==> src/logic/mpt_defines.svh <==
//
// Behaviour
// - Eight pull-down enable bits, one per input, write 1 connects and 0 disconnects, all 1 after reset.
// - Enable bits map chip select, serial clock, host out, LIN tx, test reset, test clock, test select, watchdog off from bit 0 to 7.
// - The three serial inputs and the LIN tx input pass only in the full power state.
// - The watchdog-off input passes only while the host reset output is high.
// - The three test inputs pass only while the test enable pin is high.
// - A read-only 12-bit version code, bits 7:0 in the low byte and bits 11:8 in the low nibble of the next.
// - Core regulator trim at bit 0, reset 0, selects 1.2V at 0 and 1.8V at 1.
// - Peripheral regulator trim at bit 1, reset 0, selects 2.5V at 0 and 3.3V at 1.
// - Bandgap trim in bits 7:2 of the power trim register, read-write, reset 011111.
// - A download with valid stored content overwrites regulator, bandgap and LIN bias trims.
// - LIN bias trim is a read-write 5-bit field in bits 4:0, reset 10000, higher code larger current.
// - Unused upper bits of version and LIN trim registers are read-only zero; software writes zero.
// - The download starts by itself after reset and stops without copying unless bit 0 or bit 4 of the validity word is set.
`ifndef MPT_DEFINES_SVH
`define MPT_DEFINES_SVH

// Register offsets
`define MPT_ADDR_PULLDOWN 8'hB8
`define MPT_ADDR_VER_LOW  8'hBA
`define MPT_ADDR_VER_HIGH 8'hBB
`define MPT_ADDR_PWR_TRIM 8'hC0
`define MPT_ADDR_LIN_TRIM 8'hC3

// Reset values
`define MPT_RST_PULLDOWN  8'hFF
`define MPT_RST_CORE      1'b0
`define MPT_RST_PERIPH    1'b0
`define MPT_RST_BANDGAP   6'h1F
`define MPT_RST_LIN_BIAS  5'h10

// Field positions in the power trim register
`define MPT_POS_CORE      0
`define MPT_POS_PERIPH    1
`define MPT_POS_BG_LSB    2

// Stored word addresses and bit positions
`define MPT_OTP_VALID     5'h00
`define MPT_OTP_LIN       5'h01
`define MPT_OTP_VDD       5'h02
`define MPT_OTP_BG        5'h03
`define MPT_OTP_IREF1     5'h05
`define MPT_OTP_LAST      5'h05
`define MPT_VALID_BIT_A   0
`define MPT_VALID_BIT_B   4
`define MPT_OTP_LIN4_BIT  2

`endif

==> src/logic/mpt_pkg.sv <==
package mpt_pkg;

  typedef enum logic [2:0] {
    MPT_IDLE = 3'b001,
    MPT_READ = 3'b010,
    MPT_CAPT = 3'b100
  } mpt_otp_state_type;

endpackage

==> src/logic/mpt_load_if.sv <==
`timescale 1ns/1ps
interface mpt_load_if;
  logic       load;
  logic       core;
  logic       periph;
  logic [5:0] bandgap;
  logic [4:0] lin_bias;

  modport src (output load, output core, output periph, output bandgap, output lin_bias);
  modport dst (input load, input core, input periph, input bandgap, input lin_bias);
endinterface

==> src/logic/mpt_misc_regs.sv <==
`timescale 1ns/1ps
`include "mpt_defines.svh"
module mpt_misc_regs #(
  parameter logic [11:0] VERSION = 12'h5A3  // Arbitrary value
) (
  input  wire logic       clk,
  input  wire logic       reset,
  input  wire logic [7:0] reg_addr,
  input  wire logic       reg_wr,
  input  wire logic       reg_rd,
  input  wire logic [7:0] reg_wdata,
  output logic [7:0]      reg_rdata,
  input  wire logic       otp_start,
  output logic [4:0]      otp_addr,
  output logic            otp_rd,
  input  wire logic [7:0] otp_rdata,
  input  wire logic       full_power_state,
  input  wire logic       host_reset_out,
  input  wire logic       test_enable_pin,
  input  wire logic       chip_select_pin,
  input  wire logic       serial_clock_pin,
  input  wire logic       host_out_pin,
  input  wire logic       lin_tx_pin,
  input  wire logic       test_reset_pin,
  input  wire logic       test_clock_pin,
  input  wire logic       test_select_pin,
  input  wire logic       watchdog_off_pin,
  output logic [7:0]      pd_enable,
  output logic            core_reg_trim,
  output logic            periph_reg_trim,
  output logic [5:0]      bandgap_trim,
  output logic [4:0]      lin_bias_trim_field,
  output logic [7:0]      pin_in
);

  mpt_load_if ld ();

  logic [7:0] pd_enable_q;
  logic       core_q;
  logic       periph_q;
  logic [5:0] bandgap_q;
  logic [4:0] lin_bias_q;
  logic [7:0] reg_rdata_q;
  logic [8:0] sync1_q;
  logic [8:0] sync2_q;
  logic [7:0] pin_in_q;
  logic [7:0] gate_ok;
  logic [7:0] rd_mux;

  mpt_otp_loader u_loader (
    .clk       (clk),
    .reset     (reset),
    .start     (otp_start),
    .otp_addr  (otp_addr),
    .otp_rd    (otp_rd),
    .otp_rdata (otp_rdata),
    .ld        (ld)
  );

  assign pd_enable           = pd_enable_q;
  assign core_reg_trim       = core_q;
  assign periph_reg_trim     = periph_q;
  assign bandgap_trim        = bandgap_q;
  assign lin_bias_trim_field = lin_bias_q;
  assign reg_rdata           = reg_rdata_q;
  assign pin_in              = pin_in_q;

  //////////////////////////////////////////////////////////////////////////////
  // pull-down enables
  always_ff @(posedge clk) begin
    if (reset) begin
      pd_enable_q <= `MPT_RST_PULLDOWN;
    end else if (reg_wr && reg_addr == `MPT_ADDR_PULLDOWN) begin
      pd_enable_q <= reg_wdata;
    end
  end

  // core trim, stored value wins over a write
  always_ff @(posedge clk) begin
    if (reset) begin
      core_q <= `MPT_RST_CORE;
    end else if (ld.load) begin
      core_q <= ld.core;
    end else if (reg_wr && reg_addr == `MPT_ADDR_PWR_TRIM) begin
      core_q <= reg_wdata[`MPT_POS_CORE];
    end
  end

  always_ff @(posedge clk) begin
    if (reset) begin
      periph_q <= `MPT_RST_PERIPH;
    end else if (ld.load) begin
      periph_q <= ld.periph;
    end else if (reg_wr && reg_addr == `MPT_ADDR_PWR_TRIM) begin
      periph_q <= reg_wdata[`MPT_POS_PERIPH];
    end
  end

  always_ff @(posedge clk) begin
    if (reset) begin
      bandgap_q <= `MPT_RST_BANDGAP;
    end else if (ld.load) begin
      bandgap_q <= ld.bandgap;
    end else if (reg_wr && reg_addr == `MPT_ADDR_PWR_TRIM) begin
      bandgap_q <= reg_wdata[7:`MPT_POS_BG_LSB];
    end
  end

  // LIN bias trim, upper bits dropped
  always_ff @(posedge clk) begin
    if (reset) begin
      lin_bias_q <= `MPT_RST_LIN_BIAS;
    end else if (ld.load) begin
      lin_bias_q <= ld.lin_bias;
    end else if (reg_wr && reg_addr == `MPT_ADDR_LIN_TRIM) begin
      lin_bias_q <= reg_wdata[4:0];
    end
  end

  //////////////////////////////////////////////////////////////////////////////
  // read mux, unused bits zero
  always_comb begin
    unique case (reg_addr)
      `MPT_ADDR_PULLDOWN: rd_mux = pd_enable_q;
      `MPT_ADDR_VER_LOW:  rd_mux = VERSION[7:0];
      `MPT_ADDR_VER_HIGH: rd_mux = {4'h0, VERSION[11:8]};
      `MPT_ADDR_PWR_TRIM: rd_mux = {bandgap_q, periph_q, core_q};
      `MPT_ADDR_LIN_TRIM: rd_mux = {3'h0, lin_bias_q};
      default:            rd_mux = 8'h00;
    endcase
  end

  always_ff @(posedge clk) begin
    if (reset) begin
      reg_rdata_q <= 8'h00;
    end else if (reg_rd) begin
      reg_rdata_q <= rd_mux;
    end
  end

  //////////////////////////////////////////////////////////////////////////////
  // Pin synchronisers
  always_ff @(posedge clk) begin
    if (reset) begin
      sync1_q <= 9'h000;
      sync2_q <= 9'h000;
    end else begin
      sync1_q <= {test_enable_pin, watchdog_off_pin, test_select_pin, test_clock_pin,
                  test_reset_pin, lin_tx_pin, host_out_pin, serial_clock_pin,
                  chip_select_pin};
      sync2_q <= sync1_q;
    end
  end

  // gate bits follow the enable bit order
  assign gate_ok = {host_reset_out, {3{sync2_q[8]}}, {4{full_power_state}}};

  always_ff @(posedge clk) begin
    if (reset) begin
      pin_in_q <= 8'h00;
    end else begin
      pin_in_q <= sync2_q[7:0] & gate_ok;
    end
  end
endmodule

==> src/logic/mpt_otp_loader.sv <==
`timescale 1ns/1ps
`include "mpt_defines.svh"
module mpt_otp_loader (
  input  wire logic       clk,
  input  wire logic       reset,
  input  wire logic       start,
  output logic [4:0]      otp_addr,
  output logic            otp_rd,
  input  wire logic [7:0] otp_rdata,
  mpt_load_if.src         ld
);

  mpt_pkg::mpt_otp_state_type state_q;
  logic [4:0]                 addr_q;
  logic                       kick_q;
  logic                       valid_word;
  logic                       last_word;

  assign valid_word = otp_rdata[`MPT_VALID_BIT_A] | otp_rdata[`MPT_VALID_BIT_B];
  assign last_word  = (addr_q == `MPT_OTP_LAST);
  assign otp_addr   = addr_q;
  assign otp_rd     = (state_q == mpt_pkg::MPT_READ);

  //////////////////////////////////////////////////////////////////////////////
  // automatic start
  always_ff @(posedge clk) begin
    if (reset) begin
      kick_q <= 1'b1;
    end else if (state_q == mpt_pkg::MPT_IDLE) begin
      kick_q <= 1'b0;
    end
  end

  always_ff @(posedge clk) begin
    if (reset) begin
      state_q <= mpt_pkg::MPT_IDLE;
      addr_q  <= `MPT_OTP_VALID;
    end else begin
      unique case (state_q)
        mpt_pkg::MPT_IDLE: begin
          if (kick_q || start) begin
            state_q <= mpt_pkg::MPT_READ;
            addr_q  <= `MPT_OTP_VALID;
          end
        end
        mpt_pkg::MPT_READ: begin
          state_q <= mpt_pkg::MPT_CAPT;
        end
        mpt_pkg::MPT_CAPT: begin
          if ((addr_q == `MPT_OTP_VALID && !valid_word) || last_word) begin
            state_q <= mpt_pkg::MPT_IDLE;
          end else begin
            state_q <= mpt_pkg::MPT_READ;
            addr_q  <= addr_q + 5'h01;
          end
        end
      endcase
    end
  end

  //////////////////////////////////////////////////////////////////////////////
  // gather stored trims
  always_ff @(posedge clk) begin
    if (reset) begin
      ld.core     <= `MPT_RST_CORE;
      ld.periph   <= `MPT_RST_PERIPH;
      ld.bandgap  <= `MPT_RST_BANDGAP;
      ld.lin_bias <= `MPT_RST_LIN_BIAS;
    end else if (state_q == mpt_pkg::MPT_CAPT) begin
      unique case (addr_q)
        `MPT_OTP_LIN:   ld.lin_bias[3:0] <= otp_rdata[3:0];
        `MPT_OTP_VDD: begin
          ld.core         <= otp_rdata[0];
          ld.periph       <= otp_rdata[1];
          ld.bandgap[1:0] <= otp_rdata[3:2];
        end
        `MPT_OTP_BG:    ld.bandgap[5:2] <= otp_rdata[3:0];
        `MPT_OTP_IREF1: ld.lin_bias[4] <= otp_rdata[`MPT_OTP_LIN4_BIT];
        default: begin
        end
      endcase
    end
  end

  // one load strobe after the last word
  always_ff @(posedge clk) begin
    if (reset) begin
      ld.load <= 1'b0;
    end else begin
      ld.load <= (state_q == mpt_pkg::MPT_CAPT) && last_word;
    end
  end
endmodule

==> config.mk <==
export PLATFORM = sky130hd
export DESIGN_NAME = mpt_misc_regs
export DESIGN_NICKNAME = d
export VERILOG_FILES = /design/src/logic/mpt_pkg.sv /design/src/logic/mpt_load_if.sv /design/src/logic/mpt_misc_regs.sv /design/src/logic/mpt_otp_loader.sv
export VERILOG_INCLUDE_DIRS = /design/src /design/src/logic
export SDC_FILE = /design/constraint.sdc
export NUM_CORES = 1
export LEC_CHECK = 0
export ABC_CLOCK_PERIOD_IN_PS = 4800
export BUFFER_PORTS_ARGS = -buffer_cell sky130_fd_sc_hd__buf_2
export CAP_MARGIN = 10
export CORE_MARGIN = 2
export CORE_UTILIZATION = 55
export DETAILED_ROUTE_END_ITERATION = 8
export PLACE_DENSITY_LB_ADDON = 0.1
export SYNTH_ARGS = -nofsm -noshare
export SYNTH_HDL_FRONTEND = slang
export SYNTH_SLANG_ARGS = --single-unit
==> constraint.sdc <==
create_clock -name clk -period 4.8 [get_ports clk]
set_input_delay 0.48 -clock clk [delete_from_list [all_inputs] [get_ports clk]]
set_output_delay 0.48 -clock clk [all_outputs]
set_load 0.01 [all_outputs]
==> results of run 1 <==
-- how the worst max path moves through the flow --
stage / to / startpoint
2_1_floorplan: bandgap_trim[5] / reg_addr[2]
3_3_place_gp: u_loader.ld.bandgap[1] / u_loader.state_q[2]
3_5_place_dp: u_loader.ld.bandgap[4] / u_loader.state_q[2]
4_1_cts: u_loader.ld.bandgap[4] / u_loader.state_q[2]
5_1_grt: u_loader.ld.bandgap[4] / u_loader.state_q[2]
6_report: u_loader.ld.bandgap[2] / u_loader.state_q[2]
-- worst max-delay path, stage by stage, from the launching register on --
cell and delay, ns:
dfxtp_1 0.40, nor3b_1 0.89, nand4_1 0.49, a211o_1 0.40
-- cell type report --
class / instances / share of cell area
clock buffer: 9 / 0.0328
clock inverter: 7 / 0.0278
inverter: 21 / 0.0209
multi-input combinational: 209 / 0.374
sequential: 78 / 0.414
tap: 72 / 0.0239
timing repair buffer: 80 / 0.107
-- report_power, final --
| group | switching [mW] | internal, mW |
|---|---|---|
| sequential | 0.00503 | 0.657 |
| clock | 0.254 | 0.301 |
| combinational | 0.0400 | 0.0284 |
-- layer usage --
layer	wire (um)	vias up	track usage	part of all wire
met1	3010	1148	0.287	0.46
met5	0	-	0	0
met4	148	0	0.117	0.023
met2	3010	76	0.342	0.46
met3	374	13	0.0455	0.057
li1	-	1298	-	-
-- sequential cells by signal, summed over array words and instances (netlist names) --
| register | cells |
|---|---|
| bandgap_trim | 6 |
| core_reg_trim | 1 |
| lin_bias_trim_field | 5 |
| pd_enable | 8 |
| periph_reg_trim | 1 |
| pin_in | 8 |
| reg_rdata | 8 |
| sync1_q | 9 |
| sync2_q | 9 |
| u_loader.kick_q | 1 |
| u_loader.ld.bandgap | 6 |
| u_loader.ld.core | 1 |
| u_loader.ld.lin_bias | 5 |
| u_loader.ld.load | 1 |
| u_loader.ld.periph | 1 |
| u_loader.otp_addr | 5 |
| u_loader.state_q | 3 |
-- cell families after synthesis --
| kind of cell | count (synthesis) | share of synthesized area |
|---|---|---|
| AND/OR/NAND/NOR | 120 | 0.215 |
| flip-flops | 78 | 0.501 |
| AO/OA/AOI/OAI | 66 | 0.162 |
| buffers and inverters | 36 | 0.0461 |
| multiplexers | 19 | 0.0610 |
| adder cells (fa/ha/maj) | 4 | 0.0160 |
-- stage by stage --
stage,power (mW),util,hold WS [ns]
floorplan,0.716,-,0.402
global placement,0.744,0.644,0.406
detailed placement,0.746,0.644,0.410
CTS,1.29,0.686,0.321
global route,1.33,0.686,0.324
finish,1.29,0.686,0.335
-- cell usage after synthesis, types with 2 or more instances --
cell type,instances
o32ai_1,2
nand3b_1,2
buf_1,4
a211o_1,15
a21oi_1,10
nor3b_1,3
a22o_1,4
inv_1,21
nand4_1,6
a2bb2oi_1,2
a211oi_1,8
ha_1,4
nor2b_1,21
nor3_1,9
o31ai_1,4
a22oi_1,4
and2_1,9
nor4_1,2
clkbuf_1,9
mux2i_1,19
a32o_1,2
nand2_1,6
nand2b_1,2
dfxtp_1,78
o22ai_1,2
nand3_1,7
o21ai_0,4
nor2_1,43
a311oi_1,2
==> qor.yml, run 1 <==
hold_path:
  hold_path_depth: 2
  hp-class: "input pin to flip-flop"
  min_from: "serial_clock_pin"
  hold_end: "sync1_q[1]"
flow_run:
  cap_violations: 0
clock_network:
  cts_hold_buf: 0
  cts_max_level: 3
  post_cts_buffers: 0
  cts_tree: "done"
  cts-root-buf: "clkbuf_8"
  clock_sinks: 78
  clk_pin_slew_ns: 0.08
  clockBufferDepth: 2
  ctsResizeCount: 0
  cts_made_buffers: 9
  clk_latency_ns: 0.35
floorplanning:
  die-height_um: 79.3
  ios: 83
  row_count: 27
  die-area_mm2: 0.00629
  die_x_um: 79.3
  design.core.area_mm2: 0.00551
  start_util: 0.566
logic_synthesis:
  yosys_warnings: 0
  syn_nets: 367
  synth_cell_type_count: 48
  postSynthCellCount: 323
  ys.flop_type: "dfxtp_1"
  synth_top_area_share: 0.501
  synth_area_leaders: "dfxtp_1 50%, mux2i_1 6.1%, nor2_1 5.2%, a211o_1 4.2%, nor2b_1 4.2%"
  synth_top_cell_by_area: "dfxtp_1"
  seq_area_frac_synth: 0.501
  ys_ff_latch: 78
  synth.avg_cell_area_um2: 9.66
  async_reset_ff_frac: 0
  synth_area_mm2: 0.00312
  synth-edff-count: 0
sta:
  max_freq_ghz: 0.437
  setup_slack_ns: 2.51
  skew_ns: 0.00536
  worstMarginPinSlew_ns: 1.07
  slew_violations: 0
  min_period_ns: 2.29
  setup_viol: 0
  rsz0062_at_grt: "false"
  period_share: 0.476
  setup_tns_ns: 0
  slew_headroom: 0.282
  final-hold-violation-count: 0
placed_design:
  place.gp.congestion: 0.845
  dp.cells: 460
  hpwlAfterDp_um: 4760
  port_buffers: 79
  place_ws_ns: 2.52
  place_area_mm2: 0.00355
grt:
  grt_overflow_total: 0
  grt_start_max_net_pins: 39
  antenna_found_initial: 0
  grt_pass1_vias: 2338
  grt_pass1_wl_um: 10700
  grtUsageTotal: 0.220
critical_path:
  crit_path_start_kind: "flip-flop"
  worst_ep_required_time_ns: 5.04
  critPathKind: "flip-flop to flip-flop"
  crit_fanout: 11
  ff2ff_setup_slack_ns: 2.51
  arrival_ns: 2.53
  worstReg2RegStart: "u_loader.state_q[2]"
  regToRegEndpoint: "u_loader.ld.bandgap[2]"
  cp-end-kind: "flip-flop"
  reg2reg_depth: 3
power_and_ir_drop:
  p_leak_nw: 1.64
  p_per_area_mw_per_mm2: 340
  ir_drop_mv: 0.228
drt:
  drt_first_pass_iters: 4
  drt_iter0_drc: 129
  drtAntennaViolNets: 0
  drc_errors: 0
  wl_um: 6540
  wl_per_cell_um: 13.7
  dr_total_vias: 2535
  vias_per_cell: 5.33
finish:
  final_common_cell: "buf_2"
  final_nets: 443
  syn_to_final_growth_pct: 21.1
  design_area_mm2: 0.00378
  regArea_mm2: 0.00156
  multi_input_area_mm2: 0.00141
  n_antenna_cell: 0
  layout-drive-gt1-share: 0.255
  fillerInstances: 468
  layout_common_cells: "79 x buf_2, 78 x dfxtp_1, 43 x nor2_1, 21 x inv_1, 21 x nor2b_1"
  layout.cells.non_filler: 476
outcome:
  status: "finished clean"
(Power assumes the default switching activity.)
==> run 2, diff against run 1 <==
- ABC_AREA: not set -> 1
- ABC_CLOCK_PERIOD_IN_PS: 4800 -> 2000
- CORE_UTILIZATION: 55 -> 47
- clock period: 4.8 -> 2 ns (I/O delays scaled with it)
==> qor.yml, run 2 <==
logic_synthesis:
  ys_ff_latch: 78  # unchanged
  synth_top_area_share: 0.484  # -0.0165
  synth_area_mm2: 0.00323  # +3.4%
  synth_cell_type_count: 33  # -31%
  synth_xor_area_frac: 0.00272  # +0.00272
  yosys_warnings: 0  # unchanged
  seq_area_frac_synth: 0.484  # -0.0165
  syn_nets: 466  # +27%
  synth_mux_area_frac: 0  # -0.0610
  synth_compound_area_frac: 0.0974  # -0.0643
  synth_top_cell_by_area: "dfxtp_1"
  postSynthCellCount: 422  # +31%
  post-synth-top-count-cell: "nand2_1"
  synth-edff-count: 0  # unchanged
  ys.flop_type: "dfxtp_1"
  synth_area_leaders: "dfxtp_1 48%, nand2_1 9.2%, nand3_1 7.1%, nor2_1 7.0%, inv_1 6.4%"
  ys_top_cells_by_count: "79 x nand2_1, 78 x dfxtp_1, 60 x nor2_1"
  synth_top_family_by_area: "simple AND/OR/NAND/NOR gates"
  synthSimpleGateAreaFrac: 0.306  # +0.0918
  synth.avg_cell_area_um2: 7.64  # -21%
  synth-adder-area-share: 0.0155  # -0.000529
  async_reset_ff_frac: 0  # unchanged
clock_network:
  cts_made_buffers: 9  # unchanged
  cts-root-buf: "clkbuf_8"
  cts_hold_buf: 0  # unchanged
  clock_sinks: 78  # unchanged
  ctsResizeCount: 0  # unchanged
  post_cts_buffers: 0  # unchanged
  clk_pin_slew_ns: 0.08  # about the same
  clk_latency_ns: 0.34  # about the same
  cts_tree: "done"
  cts_max_level: 3  # unchanged
  clockBufferDepth: 2  # unchanged
drt:
  wl_um: 7150  # +9.3%
  drt_first_pass_iters: 4  # unchanged
  vias_per_cell: 4.94  # -7.2%
  drc_errors: 0  # unchanged
  drtAntennaViolNets: 0  # unchanged
  dr_total_vias: 2895  # +14%
  wl_per_cell_um: 12.2  # -11%
  drt_iter0_drc: 166  # +29%
sta:
  min_period_ns: 1.48  # -0.808 ns
  final-hold-violation-count: 0  # unchanged
  slew_violations: 0  # unchanged
  max_freq_ghz: 0.677  # +55%
  slew_headroom: 0.736  # +0.453
  rsz0062_at_grt: "false"
  worstMarginPinSlew_ns: 0.397  # -0.677 ns
  period_share: 0.739  # +0.263
  setup_viol: 0  # unchanged
  skew_ns: 0.00630  # +0.000939 ns
  setup_tns_ns: 0  # unchanged
finish:
  fillerInstances: 686  # +47%
  layout_common_cells: "79 x nand2_1, 79 x buf_2, 78 x dfxtp_1, 60 x nor2_1, 55 x inv_1"
  final_nets: 546  # +23%
  reg_top3: "sync1_q x9, sync2_q x9"
  layout-drive-gt1-share: 0.237  # -0.0178
  n_antenna_cell: 0  # unchanged
  syn_to_final_growth_pct: 20.8
flow_run:
  cap_violations: 0  # unchanged
critical_path:
  critPathKind: "flip-flop to flip-flop"
  worst_ep_required_time_ns: 2.24  # -2.80 ns
  reg2reg_depth: 10  # +7
  ff2ff_setup_slack_ns: 0.52  # -1.99 ns
  regToRegEndpoint: "u_loader.otp_addr[2]"
  crit_path_start_kind: "flip-flop"
  arrival_ns: 1.72  # -0.81 ns
  cp-end-kind: "flip-flop"
  crit_fanout: 7  # -4
  worstReg2RegStart: "u_loader.otp_addr[0]"
power_and_ir_drop:
  power_mw: 3.05  # +140%
  p_per_area_mw_per_mm2: 783  # +130%
  p_leak_nw: 1.90  # +16%
  ir_drop_mv: 0.398  # +75%
grt:
  grt_pass1_wl_um: 11500  # +7.4%
  antenna_found_initial: 0  # unchanged
  grtUsageTotal: 0.195  # -0.0253
  grt_pass1_vias: 2575  # +10%
  grt_start_max_net_pins: 32  # -18%
  grt_overflow_total: 0  # unchanged
placed_design:
  port_buffers: 79  # unchanged
  place.gp.congestion: 0.853  # +0.92%
  hpwlAfterDp_um: 5310  # +12%
floorplanning:
  row_count: 30  # +11%
  design.core.area_mm2: 0.00672  # +22%
  die-area_mm2: 0.00754  # +20%
  die-height_um: 86.8  # +9.5%
  die_x_um: 86.8  # +9.5%
  ios: 83  # unchanged
  start_util: 0.480  # -0.0864
hold_path:
  hp-class: "input pin to flip-flop"
  hold_end: "sync1_q[1]"
  hold_path_depth: 3  # +1
  min_from: "serial_clock_pin"
outcome:
  status: "finished clean"
-- run 2: cell types whose count changed after synthesis, moves of 8 or more --
cell,before,now
nand2_1,6,79
nand3_1,7,46
inv_1,21,55
nor2b_1,21,0
mux2i_1,19,0
nor2_1,43,60
a211o_1,15,0
o211ai_1,1,11
a21oi_1,10,19
and2_1,9,0
a211oi_1,8,0
nor3_1,9,1
o21ai_0,4,12
-- run 2: cells by family after synthesis --
family | count (synthesis)
buffers and inverters | 74
AOI/OAI and AO/OA | 52
adders and majority gates | 4
xor gates and xnor gates | 1
and+or+nand+nor | 213
DFF | 78
-- run 2: layout make-up --
class / count / area, um^2 / area share
inverter: 58 / 220 / 0.0565
multi-input combinational: 270 / 1360 / 0.350
tap: 80 / 100 / 0.0257
timing repair buffer: 85 / 440 / 0.113
clock buffer: 9 / 124 / 0.0318
clock inverter: 6 / 87.6 / 0.0225
sequential: 78 / 1560 / 0.401
-- run 2: routing by layer --
metal,global-route usage,share of wire
met2,0.327,0.47
met3,0.0381,0.048
met5,0,0
met4,0.0923,0.024
met1,0.238,0.45
-- run 2: worst max-delay path, stage by stage (launching register included) --
cell and delay, ns:
dfxtp_1 0.39, inv_1 0.11, ha_1 0.20, inv_1 0.05
nor2_1 0.03, nand3_1 0.09, nand2_1 0.07, nand2_1 0.12
nand3_4 0.12, o21ai_1 0.14, nor2_1 0.06
-- run 2: worst max path at each step --
stage / start / to / cells after the start
floorplan: u_loader.otp_addr[0] / u_loader.otp_addr[2] / 10
CTS: u_loader.otp_addr[0] / u_loader.otp_addr[2] / 10
global route: u_loader.otp_addr[1] / u_loader.otp_addr[2] / 8
global placement: u_loader.otp_addr[0] / u_loader.otp_addr[0] / 10
detailed placement: u_loader.otp_addr[0] / u_loader.otp_addr[2] / 10
finish: u_loader.otp_addr[0] / u_loader.otp_addr[2] / 10
-- run 2: through the flow --
step,cells,hold WS (ns),instance area (um^2),worst slack [ns],util
after floorplan,422,0.307,3230,0.600,-
after global routing,586,0.0538,3890,0.358,0.580
final,586,0.0566,3890,0.522,0.580
after detailed placement,571,0.394,3680,0.513,0.548
after CTS,586,0.0412,3890,0.499,0.580
after global placement,571,0.390,3680,0.554,0.548
-- run 2: report_power, final --
group | switching [mW] | internal (mW) | total [mW]
registers | 0.0197 | 1.58 | 1.60
clock network | 0.555 | 0.695 | 1.25
logic | 0.125 | 0.0731 | 0.199
